### config.mk
export PLATFORM = sky130hd
export DESIGN_NAME = torque_cutoff_supervisor
export DESIGN_NICKNAME = d
export VERILOG_FILES = /design/src/rtl/cutoff_channel_filter.v /design/src/rtl/torque_cutoff_supervisor.v
export VERILOG_INCLUDE_DIRS = /design/src /design/src/rtl
export SDC_FILE = /design/constraint.sdc
export NUM_CORES = 1
export LEC_CHECK = 0
export BUFFER_PORTS_ARGS = -buffer_cell sky130_fd_sc_hd__clkbuf_2
export CAP_MARGIN = 20
export CELL_PAD_IN_SITES_DETAIL_PLACEMENT = 0
export CELL_PAD_IN_SITES_GLOBAL_PLACEMENT = 1
export CORE_AREA = 2 2 271 139
export CTS_CLUSTER_SIZE = 14
export DETAILED_ROUTE_END_ITERATION = 10
export DIE_AREA = 0 0 273 141
export MAX_ROUTING_LAYER = met4
export PLACE_DENSITY_LB_ADDON = 0.1
export SLEW_MARGIN = 20
export SYNTH_ARGS = -nofsm -noshare
export SYNTH_HDL_FRONTEND = slang
export SYNTH_SLANG_ARGS = --single-unit
### constraint.sdc
create_clock -name pclk -period 12.1 [get_ports pclk]
set_input_delay 2.42 -clock pclk [delete_from_list [all_inputs] [get_ports pclk]]
set_output_delay 2.42 -clock pclk [all_outputs]
set_load 0.05 [all_outputs]
### src/rtl/torque_cutoff_regs.vh
/*
 Constants of the torque cutoff supervisor: timing figures, register
 offsets, field positions, reset values and codes.
 Assumes it is included by bare name from the design files.
*/
`ifndef TORQUE_CUTOFF_REGS_VH
`define TORQUE_CUTOFF_REGS_VH

// Clock rate and times, each in its own unit
`define PCLK_MHZ          250
`define IGNORE_TIME_US    1000
`define INCONS_TIME_US    10000
`define DIAG_TIME_US      40000
`define SAFE_TIME_US      50000

// Commutation limit, 600 Hz, and seconds per minute
`define COMM_LIMIT_HZ     32'h0000_0258
`define SEC_PER_MIN       32'h0000_003C

// Register byte offsets
`define ADDR_CTRL         12'h000
`define ADDR_POLE         12'h004
`define ADDR_PERIOD       12'h008
`define ADDR_STATUS       12'h00C
`define ADDR_ERR_LOG      12'h010

// Control fields
`define CTRL_OPERATE      0
`define CTRL_RESET        1
`define CTRL_MTYPE_LO     2
`define CTRL_MTYPE_HI     3
`define CTRL_DC_CHECK     4

// Status fields
`define ST_STATE_LO       0
`define ST_STATE_HI       2
`define ST_ERR_LO         4
`define ST_ERR_HI         7
`define ST_DRV            8
`define ST_CHA            9
`define ST_CHB            10
`define ST_LIMITER        11

// Reset values
`define POLE_RST          8'h01
`define PERIOD_RST        16'h0001
`define MTYPE_RST         2'h0

// Motor types
`define MT_ROTARY         2'h0
`define MT_LINEAR         2'h1
`define MT_DC             2'h2

// Error codes, also bit positions of the error log
`define ERR_NONE          4'h0
`define ERR_CUTOFF        4'h1
`define ERR_MISMATCH      4'h2
`define ERR_STARTUP       4'h3
`define ERR_PULSE         4'h4
`define ERR_TEMP          4'h5
`define ERR_COMM          4'h6
`define ERR_OVERV         4'h7
`define ERR_UNDERV        4'h8

`endif

### src/rtl/cutoff_channel_filter.v
/*
 Low-pulse filter for one torque cutoff enable channel.
 Assumes the raw level is already synchronous to pclk and reads high
 only while the channel voltage is at the reliable enabled level.
*/
`default_nettype none

module cutoff_channel_filter #(
   parameter IGNORE_CYCLES = 250000
) (
   // Clock and reset
   input  wire        pclk,
   input  wire        presetn,
   // Channel
   input  wire        raw_en,
   output reg         level_r
);

   reg  [31:0] low_cnt_r;

   // Low pulses up to the ignore time leave the level high
   always @(posedge pclk or negedge presetn) begin
      if (!presetn) begin
         low_cnt_r <= 32'h0000_0000;
         level_r   <= 1'b0;
      end else if (raw_en) begin
         low_cnt_r <= 32'h0000_0000;
         level_r   <= 1'b1;
      end else if (low_cnt_r < IGNORE_CYCLES) begin
         low_cnt_r <= low_cnt_r + 32'h0000_0001;
      end else begin
         level_r   <= 1'b0;
      end
   end

endmodule // cutoff_channel_filter

`default_nettype wire

### src/rtl/torque_cutoff_supervisor.v
/*
 Torque cutoff supervisor: two-channel driver gating, warning and fault
 state machine, safe error states, supply supervision, commutation
 frequency limiter and an APB register slave.
 Assumes all inputs are synchronous to pclk, channel levels are already
 compared against the enable threshold, and presetn is the power cycle.
*/
// The register offsets and the APB register port were decided locally.
`default_nettype none
`include "torque_cutoff_regs.vh"

module torque_cutoff_supervisor #(
   parameter HIGH_SPEED    = 0,
   parameter IGNORE_CYCLES = `IGNORE_TIME_US * `PCLK_MHZ,
   parameter INCONS_CYCLES = `INCONS_TIME_US * `PCLK_MHZ,
   parameter DIAG_CYCLES   = `DIAG_TIME_US * `PCLK_MHZ
) (
   // Clock and reset
   input  wire        pclk,
   input  wire        presetn,
   // APB slave
   input  wire        psel,
   input  wire        penable,
   input  wire        pwrite,
   input  wire [11:0] paddr,
   input  wire [31:0] pwdata,
   output reg  [31:0] prdata,
   output wire        pready,
   output wire        pslverr,
   // Cutoff channels
   input  wire        cutoff_channel_a_enable,
   input  wire        cutoff_channel_b_enable,
   // Diagnostic and supply monitors
   input  wire        diag_startup_ok,
   input  wire        pulse_test_fail,
   input  wire        diag_temp_fault,
   input  wire        drive_temp_warn,
   input  wire        bridge_volt_warn,
   input  wire        supply_over,
   input  wire        supply_under,
   // Motion feedback
   input  wire [23:0] comm_speed,
   // Outputs to the drive
   output reg         drv_enable,
   output reg         cutoff_active_condition,
   output reg         selftest_req,
   output reg         supply_off
);

   // States
   localparam [2:0] ST_DIAG    = 3'h0;
   localparam [2:0] ST_READY   = 3'h1;
   localparam [2:0] ST_OPER    = 3'h2;
   localparam [2:0] ST_NOTRDY  = 3'h3;
   localparam [2:0] ST_FAULT   = 3'h4;
   localparam [2:0] ST_SAFE    = 3'h5;
   localparam [2:0] ST_LOCK    = 3'h6;

   localparam [2:0] SEL_CTRL   = 3'h0;
   localparam [2:0] SEL_POLE   = 3'h1;
   localparam [2:0] SEL_PERIOD = 3'h2;
   localparam [2:0] SEL_STATUS = 3'h3;
   localparam [2:0] SEL_LOG    = 3'h4;
   localparam [2:0] SEL_NONE   = 3'h7;

   localparam LIMITER = (HIGH_SPEED == 0);

   // Register select, shared by write and read paths
   function [2:0] reg_sel;
      input [11:0] addr;
      begin
         case (addr)
            `ADDR_CTRL:    reg_sel = SEL_CTRL;
            `ADDR_POLE:    reg_sel = SEL_POLE;
            `ADDR_PERIOD:  reg_sel = SEL_PERIOD;
            `ADDR_STATUS:  reg_sel = SEL_STATUS;
            `ADDR_ERR_LOG: reg_sel = SEL_LOG;
            default:       reg_sel = SEL_NONE;
         endcase
      end
   endfunction

   reg  [2:0]  state_r;
   reg  [2:0]  state_nxt;
   reg  [3:0]  err_r;
   reg  [3:0]  err_nxt;
   reg  [31:0] diag_cnt_r;
   reg  [31:0] diag_cnt_nxt;
   reg         selftest_nxt;
   reg  [31:0] mm_cnt_r;
   reg         operate_r;
   reg         reset_cmd_r;
   reg  [1:0]  mtype_r;
   reg         dc_check_r;
   reg  [7:0]  pole_r;
   reg  [15:0] period_r;
   reg  [15:0] err_log_r;
   reg  [31:0] rdata;
   reg         comm_over;

   wire [1:0]  ch_level;
   wire [1:0]  ch_raw;
   wire        ch_a;
   wire        ch_b;
   wire        both_on;
   wire        both_off;
   wire        mismatch_exp;
   wire        warn_any;
   wire        access;
   wire        wr_en;
   wire [2:0]  sel;
   wire [31:0] rot_prod;
   wire [31:0] rot_lim;
   wire [31:0] lin_lim;
   wire [8:1]  log_set;
   wire [15:0] log_clr;

   assign ch_raw = {cutoff_channel_b_enable, cutoff_channel_a_enable};

   // One filter per channel
   genvar gi;
   generate
      for (gi = 0; gi < 2; gi = gi + 1) begin : g_chan
         cutoff_channel_filter #(
            .IGNORE_CYCLES (IGNORE_CYCLES)
         ) u_filter (
            .pclk    (pclk),
            .presetn (presetn),
            .raw_en  (ch_raw[gi]),
            .level_r (ch_level[gi])
         );
      end
   endgenerate

   assign ch_a     = ch_level[0];
   assign ch_b     = ch_level[1];
   assign both_on  = ch_a & ch_b;
   assign both_off = ~ch_a & ~ch_b;
   assign warn_any = both_off | drive_temp_warn | bridge_volt_warn;

   // Mismatch timer
   always @(posedge pclk or negedge presetn) begin
      if (!presetn) begin
         mm_cnt_r <= 32'h0000_0000;
      end else if (ch_a != ch_b) begin
         if (mm_cnt_r < INCONS_CYCLES) begin
            mm_cnt_r <= mm_cnt_r + 32'h0000_0001;
         end
      end else begin
         mm_cnt_r <= 32'h0000_0000;
      end
   end

   assign mismatch_exp = (mm_cnt_r == INCONS_CYCLES);

   // Commutation frequency check
   assign rot_prod = {8'h00, comm_speed} * {24'h00_0000, pole_r};
   assign rot_lim  = `COMM_LIMIT_HZ * `SEC_PER_MIN;
   assign lin_lim  = {16'h0000, period_r} * `COMM_LIMIT_HZ;

   always @* begin
      comm_over = 1'b0;
      if (LIMITER) begin
         case (mtype_r)
            `MT_ROTARY: comm_over = rot_prod > rot_lim;
            `MT_LINEAR: comm_over =
               {8'h00, comm_speed} > lin_lim;
            `MT_DC:     comm_over =
               dc_check_r & (rot_prod > rot_lim);
            default:    comm_over = 1'b0;
         endcase
      end
   end

   // Supervisor state machine
   always @* begin
      state_nxt    = state_r;
      err_nxt      = err_r;
      diag_cnt_nxt = 32'h0000_0000;
      selftest_nxt = (state_r == ST_DIAG) &&
                     (diag_cnt_r == 32'h0000_0000);
      if (supply_over) begin
         state_nxt = ST_LOCK;
         err_nxt   = `ERR_OVERV;
      end else if (state_r == ST_LOCK) begin
         state_nxt = ST_LOCK;
      end else if (state_r == ST_SAFE) begin
         if (reset_cmd_r) begin
            state_nxt = ST_DIAG;
         end
      end else if (supply_under) begin
         state_nxt = ST_SAFE;
         err_nxt   = `ERR_UNDERV;
      end else if (mismatch_exp) begin
         state_nxt = ST_SAFE;
         err_nxt   = `ERR_MISMATCH;
      end else if (pulse_test_fail) begin
         state_nxt = ST_SAFE;
         err_nxt   = `ERR_PULSE;
      end else if (diag_temp_fault) begin
         state_nxt = ST_SAFE;
         err_nxt   = `ERR_TEMP;
      end else begin
         case (state_r)
            ST_DIAG: begin
               diag_cnt_nxt = diag_cnt_r + 32'h0000_0001;
               if (diag_cnt_r == DIAG_CYCLES - 1) begin
                  diag_cnt_nxt = 32'h0000_0000;
                  if (!diag_startup_ok) begin
                     state_nxt = ST_SAFE;
                     err_nxt   = `ERR_STARTUP;
                  end else if (warn_any) begin
                     state_nxt = ST_NOTRDY;
                     err_nxt   = both_off ? `ERR_CUTOFF : `ERR_NONE;
                  end else begin
                     state_nxt = ST_READY;
                     err_nxt   = `ERR_NONE;
                  end
               end
            end
            ST_READY: begin
               if (warn_any) begin
                  state_nxt = ST_NOTRDY;
                  err_nxt   = both_off ? `ERR_CUTOFF : `ERR_NONE;
               end else if (operate_r && both_on) begin
                  state_nxt = ST_OPER;
               end
            end
            ST_NOTRDY: begin
               err_nxt = both_off ? `ERR_CUTOFF : `ERR_NONE;
               if (!warn_any) begin
                  state_nxt = ST_READY;
               end
            end
            ST_OPER: begin
               if (both_off) begin
                  state_nxt = ST_FAULT;
                  err_nxt   = `ERR_CUTOFF;
               end else if (comm_over) begin
                  state_nxt = ST_FAULT;
                  err_nxt   = `ERR_COMM;
               end else if (!operate_r) begin
                  state_nxt = ST_READY;
               end
            end
            ST_FAULT: begin
               if (reset_cmd_r) begin
                  selftest_nxt = (err_r == `ERR_CUTOFF);
                  state_nxt = warn_any ? ST_NOTRDY : ST_READY;
                  err_nxt   = both_off ? `ERR_CUTOFF : `ERR_NONE;
               end
            end
            default: begin
               state_nxt = ST_SAFE;
               err_nxt   = `ERR_STARTUP;
            end
         endcase
      end
   end

   always @(posedge pclk or negedge presetn) begin
      if (!presetn) begin
         state_r                 <= ST_DIAG;
         err_r                   <= `ERR_NONE;
         diag_cnt_r              <= 32'h0000_0000;
         selftest_req            <= 1'b0;
         drv_enable              <= 1'b0;
         cutoff_active_condition <= 1'b1;
         supply_off              <= 1'b0;
      end else begin
         state_r                 <= state_nxt;
         err_r                   <= err_nxt;
         diag_cnt_r              <= diag_cnt_nxt;
         selftest_req            <= selftest_nxt;
         drv_enable              <= (state_nxt == ST_OPER) &
                                    both_on;
         cutoff_active_condition <= ~both_on;
         supply_off              <= (state_nxt == ST_LOCK);
      end
   end

   // APB slave, zero wait states
   assign access  = psel & penable;
   assign sel     = reg_sel(paddr);
   assign wr_en   = access & pwrite & (sel != SEL_NONE);
   assign pready  = 1'b1;
   assign pslverr = access & (sel == SEL_NONE);

   always @(posedge pclk or negedge presetn) begin
      if (!presetn) begin
         operate_r   <= 1'b0;
         reset_cmd_r <= 1'b0;
         mtype_r     <= `MTYPE_RST;
         dc_check_r  <= 1'b0;
         pole_r      <= `POLE_RST;
         period_r    <= `PERIOD_RST;
      end else begin
         reset_cmd_r <= wr_en & (sel == SEL_CTRL) &
                        pwdata[`CTRL_RESET];
         if (wr_en && sel == SEL_CTRL) begin
            operate_r  <= pwdata[`CTRL_OPERATE];
            mtype_r    <= pwdata[`CTRL_MTYPE_HI:`CTRL_MTYPE_LO];
            dc_check_r <= pwdata[`CTRL_DC_CHECK];
         end
         // Leaving operation drops the run request so nothing restarts
         if (state_nxt == ST_FAULT || state_nxt == ST_SAFE ||
             state_nxt == ST_LOCK) begin
            operate_r <= 1'b0;
         end
         if (wr_en && sel == SEL_POLE) begin
            pole_r <= pwdata[7:0];
         end
         if (wr_en && sel == SEL_PERIOD) begin
            period_r <= pwdata[15:0];
         end
      end
   end

   // Error log: sticky per cause, write one clears, a new cause wins
   genvar gl;
   generate
      for (gl = 1; gl < 9; gl = gl + 1) begin : g_log
         assign log_set[gl] = (err_nxt == gl) && (err_r != gl);
      end
   endgenerate

   assign log_clr = (wr_en && sel == SEL_LOG) ? pwdata[15:0] : 16'h0000;

   always @(posedge pclk or negedge presetn) begin
      if (!presetn) begin
         err_log_r <= 16'h0000;
      end else begin
         err_log_r <= (err_log_r & ~log_clr) | {7'h00, log_set, 1'b0};
      end
   end

   // Read mux
   always @* begin
      rdata = 32'h0000_0000;
      case (sel)
         SEL_CTRL: begin
            rdata[`CTRL_OPERATE]               = operate_r;
            rdata[`CTRL_MTYPE_HI:`CTRL_MTYPE_LO] = mtype_r;
            rdata[`CTRL_DC_CHECK]              = dc_check_r;
         end
         SEL_POLE:   rdata[7:0]  = pole_r;
         SEL_PERIOD: rdata[15:0] = period_r;
         SEL_STATUS: begin
            rdata[`ST_STATE_HI:`ST_STATE_LO] = state_r;
            rdata[`ST_ERR_HI:`ST_ERR_LO]     = err_r;
            rdata[`ST_DRV]                   = drv_enable;
            rdata[`ST_CHA]                   = ch_a;
            rdata[`ST_CHB]                   = ch_b;
            rdata[`ST_LIMITER]               = LIMITER;
         end
         SEL_LOG:    rdata[15:0] = err_log_r;
         default:    rdata = 32'h0000_0000;
      endcase
   end

   // Read data captured in the setup phase, valid through the access
   always @(posedge pclk or negedge presetn) begin
      if (!presetn) begin
         prdata <= 32'h0000_0000;
      end else if (psel && !penable && !pwrite) begin
         prdata <= rdata;
      end
   end

endmodule // torque_cutoff_supervisor

`default_nettype wire

Yosys cells after proc, flatten, opt, wreduce, memory -nomap -nowiden --
Index checks and enable logic that the tools add are counted.
Word-level totals: output and inout port bits 38, register bits after elaboration 202, input port bits 82
Operators by class: $lt $le $gt $ge 5, multiplexer cells 76, $add $sub $neg 4, equal/unequal tests 45, reductions and logical operators 28, $mul 2, bitwise logic cells 18
Operators with widths (count):
- 32-bit 2-to-1 mux | 15
- 32-bit by 1-bit adder with 32-bit output (second input constant) | 4
- 32-bit by 18-bit < comparator with 1-bit output (second input constant) | 2
- 3-bit 2-to-1 mux | 17
- 4-bit 2-to-1 mux | 12
- 32-bit by 22-bit == test with 1-bit output (second input constant) | 1
- 32-bit by 24-bit == test with 1-bit output (second input constant) | 1
- 32-bit by 16-bit > comparator with 1-bit output (second input constant) | 1
- 32-bit logical NOT | 1
- 32-bit by 22-bit < comparator with 1-bit output (second input constant) | 1
- 24-bit by 8-bit multiplier with 32-bit output | 1
- 3-bit one-hot mux with 5 select lines | 2
- 24-bit by 26-bit > comparator with 1-bit output | 1
- 12-bit by 4-bit == test with 1-bit output (second input constant) | 2
- 3-bit == test (second input constant) | 8
- 16-bit by 7-bit multiplier with 23-bit output (second input constant) | 1
- 4-bit one-hot mux with 5 select lines | 1
- 1-bit 2-to-1 mux | 17
- 16-bit AND | 1
- 4-bit by 3-bit == test with 1-bit output (second input constant) | 4
- 1-bit logical AND | 16
- 16-bit 2-to-1 mux | 1
- 4-bit by 3-bit != test with 1-bit output (second input constant) | 4
- 16-bit NOT | 1
- other kinds (33) | 63

Longest topological paths before layout --
depth after elaboration 19, depth in mapped cells 29, mapped depth without buffers 28

Cells and area by module --
From an unflattened synthesis, not the netlist that was laid out.
Second synthesis, totals: cells, all modules 2127, area total of the unflattened synthesis 19313.5 sq um
Modules (own cells, without submodules):
- torque_cutoff_supervisor | cells each 1815, seq. area each 3407.0 sq um, instances 1, area each 16113.0 sq um
- cutoff_channel_filter | cells each 156, seq. area each 825.8 sq um, instances 2, area each 1600.3 sq um

Worst setup path after synthesis --
No wires, ideal clock.
path type in2reg, start point in comm_speed[21], end point reg err_log_r[2], stages on the path 24, arrival time 8.323 ns, path slack 3.673 ns, data required time 11.996 ns, setup time 0.104 ns, cells stage by stage buf_1 > and2_1 > fa_1 > inv_1 > fa_1 > fa_1 > fa_1 > inv_1 > ha_1 > buf_4 > a21o_1 > a21oi_2 > nor2_4 > nor2_2 > mux2_4 > or4_1 > a221oi_2 > or4b_1 > o41ai_2 > and2_1 > buf_6 > a21o_4 > inv_2 > o41ai_2
On the way: longest elaborated chain between the ends 17, elaborated cells on any way between the ends 18, those cells by class mul (1); order compare (2); eq/ne (1); mux (11); bitwise (2); reduce/logical (1)
Ends and longest elaborated chain:
- start: declaration | line torque_cutoff_supervisor.v:42 | input wire [23:0] comm_speed,
- 24-bit by 8-bit multiplier with 32-bit output | line torque_cutoff_supervisor.v:157 | assign rot_prod = {8'h00, comm_speed} * {24'h00_0000, pole_r};
- 32-bit by 16-bit > comparator with 1-bit output | line torque_cutoff_supervisor.v:165, torque_cutoff_supervisor.v:169
- 1-bit AND | line torque_cutoff_supervisor.v:169 | dc_check_r & (rot_prod > rot_lim);
- 1-bit one-hot mux with 3 select lines (*) | line torque_cutoff_supervisor.v:164 | case (mtype_r)
- 4-bit 2-to-1 mux (*) | line torque_cutoff_supervisor.v:239 | end else if (comm_over) begin
- 4-bit 2-to-1 mux (*) | line torque_cutoff_supervisor.v:236 | if (both_off) begin
- 4-bit one-hot mux with 5 select lines (*) | line torque_cutoff_supervisor.v:204 | case (state_r)
- 4-bit 2-to-1 mux (*) | line torque_cutoff_supervisor.v:200 | end else if (diag_temp_fault) begin
- (+2 left out)
- 4-bit 2-to-1 mux (*) | line torque_cutoff_supervisor.v:191 | end else if (supply_under) begin
- 4-bit 2-to-1 mux (*) | line torque_cutoff_supervisor.v:187 | end else if (state_r == ST_SAFE) begin
- 4-bit 2-to-1 mux (*) | line torque_cutoff_supervisor.v:185 | end else if (state_r == ST_LOCK) begin
- 4-bit 2-to-1 mux (*) | line torque_cutoff_supervisor.v:182 | if (supply_over) begin
- via err_nxt[2] | line torque_cutoff_supervisor.v:86 | reg [3:0] err_nxt;
- 4-bit by 2-bit == test with 1-bit output (*) | line torque_cutoff_supervisor.v:323 | assign log_set[gl] = (err_nxt == gl) && (err_r != gl);
- 1-bit logical AND (*) | line torque_cutoff_supervisor.v:323
- 16-bit by 9-bit bitwise OR with 16-bit output (*) | line torque_cutoff_supervisor.v:333 | err_log_r <= (err_log_r & ~log_clr) | {7'h00, log_set, 1'b0};
- end signal: assignment | line torque_cutoff_supervisor.v:333
- end: declaration | line torque_cutoff_supervisor.v:97 | reg [15:0] err_log_r;
Mark *: on every way through the listed nets, which the timed path passes. The rest lies on a longest branch. A chain may end at the register's enable or synchronous reset.

Final worst setup path --
start point in comm_speed[15], end point reg err_log_r[1]
On the way: longest elaborated chain between the ends 17, elaborated cells on any way between the ends 18, those cells by class mul (1); order compare (2); eq/ne (1); mux (11); bitwise (2); reduce/logical (1)
Ends and longest elaborated chain (line):
- 24-bit by 8-bit multiplier with 32-bit output | torque_cutoff_supervisor.v:157
- 32-bit by 16-bit > comparator with 1-bit output | torque_cutoff_supervisor.v:165, torque_cutoff_supervisor.v:169
- 1-bit AND | torque_cutoff_supervisor.v:169
- 1-bit one-hot mux with 3 select lines (*) | torque_cutoff_supervisor.v:164
- 4-bit 2-to-1 mux (*) | torque_cutoff_supervisor.v:239
- 4-bit 2-to-1 mux (*) | torque_cutoff_supervisor.v:236
- 4-bit one-hot mux with 5 select lines (*) | torque_cutoff_supervisor.v:204
- 4-bit 2-to-1 mux (*) | torque_cutoff_supervisor.v:200
- (+2 left out)
- 4-bit 2-to-1 mux (*) | torque_cutoff_supervisor.v:191
- 4-bit 2-to-1 mux (*) | torque_cutoff_supervisor.v:187
- 4-bit 2-to-1 mux (*) | torque_cutoff_supervisor.v:185
- 4-bit 2-to-1 mux (*) | torque_cutoff_supervisor.v:182
- via err_nxt[2] | torque_cutoff_supervisor.v:86
- 4-bit by 1-bit == test with 1-bit output (*) | torque_cutoff_supervisor.v:323
- 1-bit logical AND (*) | torque_cutoff_supervisor.v:323
- 16-bit by 9-bit bitwise OR with 16-bit output (*) | torque_cutoff_supervisor.v:333
Marked as above.

==> summary.md <==
| Metric | Value |
|---|---|
| Max-cap violation count | 0 |
| Yosys warns | 0 |
| Hold Violations, Final | 0 |
| Most frequent cell after synthesis | sky130_fd_sc_hd__inv_1 |
| Total cell area at the placement stage | ~19000 µm² |
| IO buf count | 86 |
| Post-synth top flop | sky130_fd_sc_hd__dfrtp_1 |
| Post-layout util | 54.9% |
| Switching fraction of total power | 27.0% |
| Slowest CP cell | sky130_fd_sc_hd__o41ai_2 |
| Max Buffers Root-to-Sink | 3 |
| Clock input transition at the sequential cells of the worst setup and hold paths | 0.07 ns |
| Total GRT Usage | between 20% and 30% |
| Routed WL per cell | around 18 µm |
| Final period utilization | 76.3% |
| Die Ht | 141 µm |
| Worst IR Drop VDD | 0.0000725 V |
| Remaining number of nets flagged by the antenna check after routing | 0 |
| Run status | finished, final reports clean |
| Num rows | 50 |
| Longest individual stage delay on the worst path | 0.70 ns |
| Largest net degree at the start of global routing | 77 |
| Share of total power in sequential cells | 48.9% |
| Initial antenna violation count | 2 |
| IO Pins | 120 |
| 1st-pass router iterations | 8 |
| Category of the critical setup timing path | input pin to register |
| Root Driver | sky130_fd_sc_hd__clkbuf_16 |
| First-pass GRT wire length | 77.1 mm |
| Class of the worst hold path | register to register |
| Seq cells post-synth | approximately 200 |
| Pint | 1050 µW |
| TritonCTS clock tree | built |
| Unrepaired setup endpoints after global routing | false |
| Top cell type's share of synthesized area | 26.7% |
| Maximum fanout along the worst path | 9 |
| Die area | 38500 µm² |
| Switching Power | 388 µW |
| Post-detailed-route DRC marker count | 0 |
| Cell Pwr Density | 71.8 nW/µm² |
| Slew margin rel. | 24.6% |
| Count of different cell masters after synthesis | 85 |
| TritonCTS sink count | 202 |
| Number of gates given a new drive strength after cts | 0 |
| Area added between synthesis and finish | 7.50% |
| Dpl hpwl | 36.3 mm |
| Kind of start point of the critical path | input pin |
| Setup_tns | 0 ns |
| Total clock buffers created by CTS | 19 |
| Leakage power summed over all cells | 0.00986 µW |
| Req. time, crit path | 12.55 ns |
| Post-placement setup slack | 2.47 ns |
| Worst-margin pin slew | 1.13 ns |
| Final Max Slew Viols | 0 |
| Number of flops mapped to enable cells by yosys | 0 |
| # H-tree levels | 1 |
| Worst EP arrival | 9.68 ns |
| Share of layout cells above drive strength 1 | 8.42% |
| Die X-Extent | 273 µm |
| Maximum clock frequency | approximately 0.11 GHz |
| Effective utilization at floorplan | 51.1% |
| Combinational share of power | about a tenth |
| Post-CTS Hold Buffers | 0 |
| Fraction of power consumed by the clock network | 40.6% |
| Total standard cell area after synthesis | 18700 µm² |
| Number of nets in the finished design | 2484 |
| Top post-synthesis cells by area | sky130_fd_sc_hd__dfrtp_1, sky130_fd_sc_hd__fa_1, sky130_fd_sc_hd__ha_1 |
| Sequential cell area fraction in the yosys report | 27.1% |
| Vias in the first global route | 14100 |
| Sum of overflow across all layers after global routing | 0 |
| Vias per inst | 5.54 |
| Placer congestion estimate | 0.924 |
| Post-route worst setup slack | 2.87 ns |
| Area leader, netlist | sky130_fd_sc_hd__dfrtp_1 |
| Post-Route Skew | approximately 0.022 ns |
| Clock latency on the worst-skew pair | 0.51 ns |
| Tightest hold margin | 0.484 ns |
| Most used standard cells in the synthesized netlist | sky130_fd_sc_hd__inv_1, sky130_fd_sc_hd__dfrtp_1, sky130_fd_sc_hd__nand2_1 |
| Count of fill cells added during filler insertion | 3413 |
| Fraction of registers with async set or reset after synthesis | 100% |
| Min cycle time layout | slightly above 9 ns |
| Initial detailed-routing violation count | 1170 |
| Mapped Cells | 2052 |
| Final setup violating endpoints | 0 |
| Wire length reported by the detailed router | 46.7 mm |
| Core ar. | ~37000 µm² |
| Kind of end point of the critical path | register |
| Mean instance size in the synthesized netlist | between 9 and 10 µm² |
| Post-route design area | between 20000 and 25000 µm² |
| Total number of vias | 14500 |
| Post-CTS setup repair buffer count | 0 |
kinds of logic after synthesis:
family | after synthesis | synth area share [%]
and+or+nand+nor | 758 | 21.0
buffers and inverters | 345 | 7.38
AOI/OAI and AO/OA | 303 | 11.1
adders and majority gates | 297 | 26.2
DFF | 202 | 27.1
xor gates and xnor gates | 102 | 4.79
muxes | 43 | 2.50
other | 2 | 0.0403
sequential cells by signal, summed over array words and instances, names as in the netlist:
| register | flops |
|---|---|
| reset_cmd_r | 1 |
| selftest_req | 1 |
| err_r | 4 |
| g_chan.u_filter.low_cnt_r | 64 |
| period_r | 16 |
| cutoff_active_condition | 1 |
| supply_off | 1 |
| g_chan.u_filter.level_r | 2 |
| operate_r | 1 |
| mm_cnt_r | 32 |
| diag_cnt_r | 32 |
| prdata | 16 |
| err_log_r | 16 |
| drv_enable | 1 |
| mtype_r | 2 |
| state_r | 3 |
| pole_r | 8 |
| dc_check_r | 1 |
final cells by class:
class | count | area, µm² | share of cell area (%)
diodes | 2 | 5.00 | 0.0250
clock buffers | 28 | 559 | 2.79
clock inverters | 3 | 22.5 | 0.112
inverters | 269 | 1010 | 5.03
multi-input cells | 1520 | 12300 | 61.3
flip-flops and latches | 202 | 5060 | 25.2
well taps | 494 | 618 | 3.08
repair buffers | 93 | 492 | 2.45
cell usage in the layout, fill, tap and decap left out, types with 9 or more instances in the layout:
cell,count
sky130_fd_sc_hd__o211ai_1,9
sky130_fd_sc_hd__conb_1,17
sky130_fd_sc_hd__nand4_1,34
sky130_fd_sc_hd__inv_1,267
sky130_fd_sc_hd__nand3_1,48
sky130_fd_sc_hd__nor2b_1,46
sky130_fd_sc_hd__mux2i_1,17
sky130_fd_sc_hd__a21oi_1,84
sky130_fd_sc_hd__and3_1,32
sky130_fd_sc_hd__a21o_1,23
sky130_fd_sc_hd__nor2_1,148
sky130_fd_sc_hd__and2_1,171
sky130_fd_sc_hd__nand2b_1,9
sky130_fd_sc_hd__o31ai_1,10
sky130_fd_sc_hd__or3_1,15
sky130_fd_sc_hd__xor2_1,61
sky130_fd_sc_hd__mux2_2,25
sky130_fd_sc_hd__fa_1,155
sky130_fd_sc_hd__ha_1,142
sky130_fd_sc_hd__nor3_1,19
sky130_fd_sc_hd__a31oi_1,13
sky130_fd_sc_hd__o21ai_0,63
sky130_fd_sc_hd__clkbuf_16,19
sky130_fd_sc_hd__a21boi_0,14
sky130_fd_sc_hd__clkbuf_2,85
sky130_fd_sc_hd__xnor2_1,41
sky130_fd_sc_hd__nor4_1,23
sky130_fd_sc_hd__nand2_1,177
sky130_fd_sc_hd__dfrtp_1,199
sky130_fd_sc_hd__o21a_1,9
worst max-delay path, delay by kind of cell:
family / cells / cell delay [ns]
AO/OA/AOI/OAI: 8 / 2.39
adder cells (fa/ha/maj): 5 / 2.54
buffers and inverters: 6 / 0.47
AND/OR/NAND/NOR: 6 / 1.86
final timing paths:
check / start / endpoint / slack [ns] / cells after the start
worst max register to register: pole_r[6] / err_log_r[1] / 3.91 / 23
max in group asynchronous: presetn / mm_cnt_r[10] / 8.10 / 3
worst min-delay path: err_log_r[2] / err_log_r[2] / 0.48 / 2
worst min register to register: err_log_r[2] / err_log_r[2] / 0.48 / 2
worst max-delay path: comm_speed[15] / err_log_r[1] / 2.87 / 25
min in group asynchronous: presetn / g_chan[0].u_filter.low_cnt_r[20] / 1.93 / 1
routing by layer:
metal  share of wire (%)  track usage (%)
met1                  54             41.4
met2                  39             33.4
met3                 7.2             5.77
met4                0.81             2.16
met5                   0                -
metrics by stage:
step                      std cells  power [µW]
final                          2611        1440
after global routing           2611        1500
after CTS                      2609        1450
after detailed placement       2578         866
after global placement         2578         866
after floorplan                2067         805
power groups by stage:
stage          clock network [µW]  logic, µW  registers (µW)
2_1_floorplan                   0       84.0             721
3_3_place_gp                    0        148             717
3_5_place_dp                    0        149             717
4_1_cts                       595        150             704
5_1_grt                       623        166             707
6_report                      585        151             705
No activity file was read; power rests on OpenSTA's default activity.
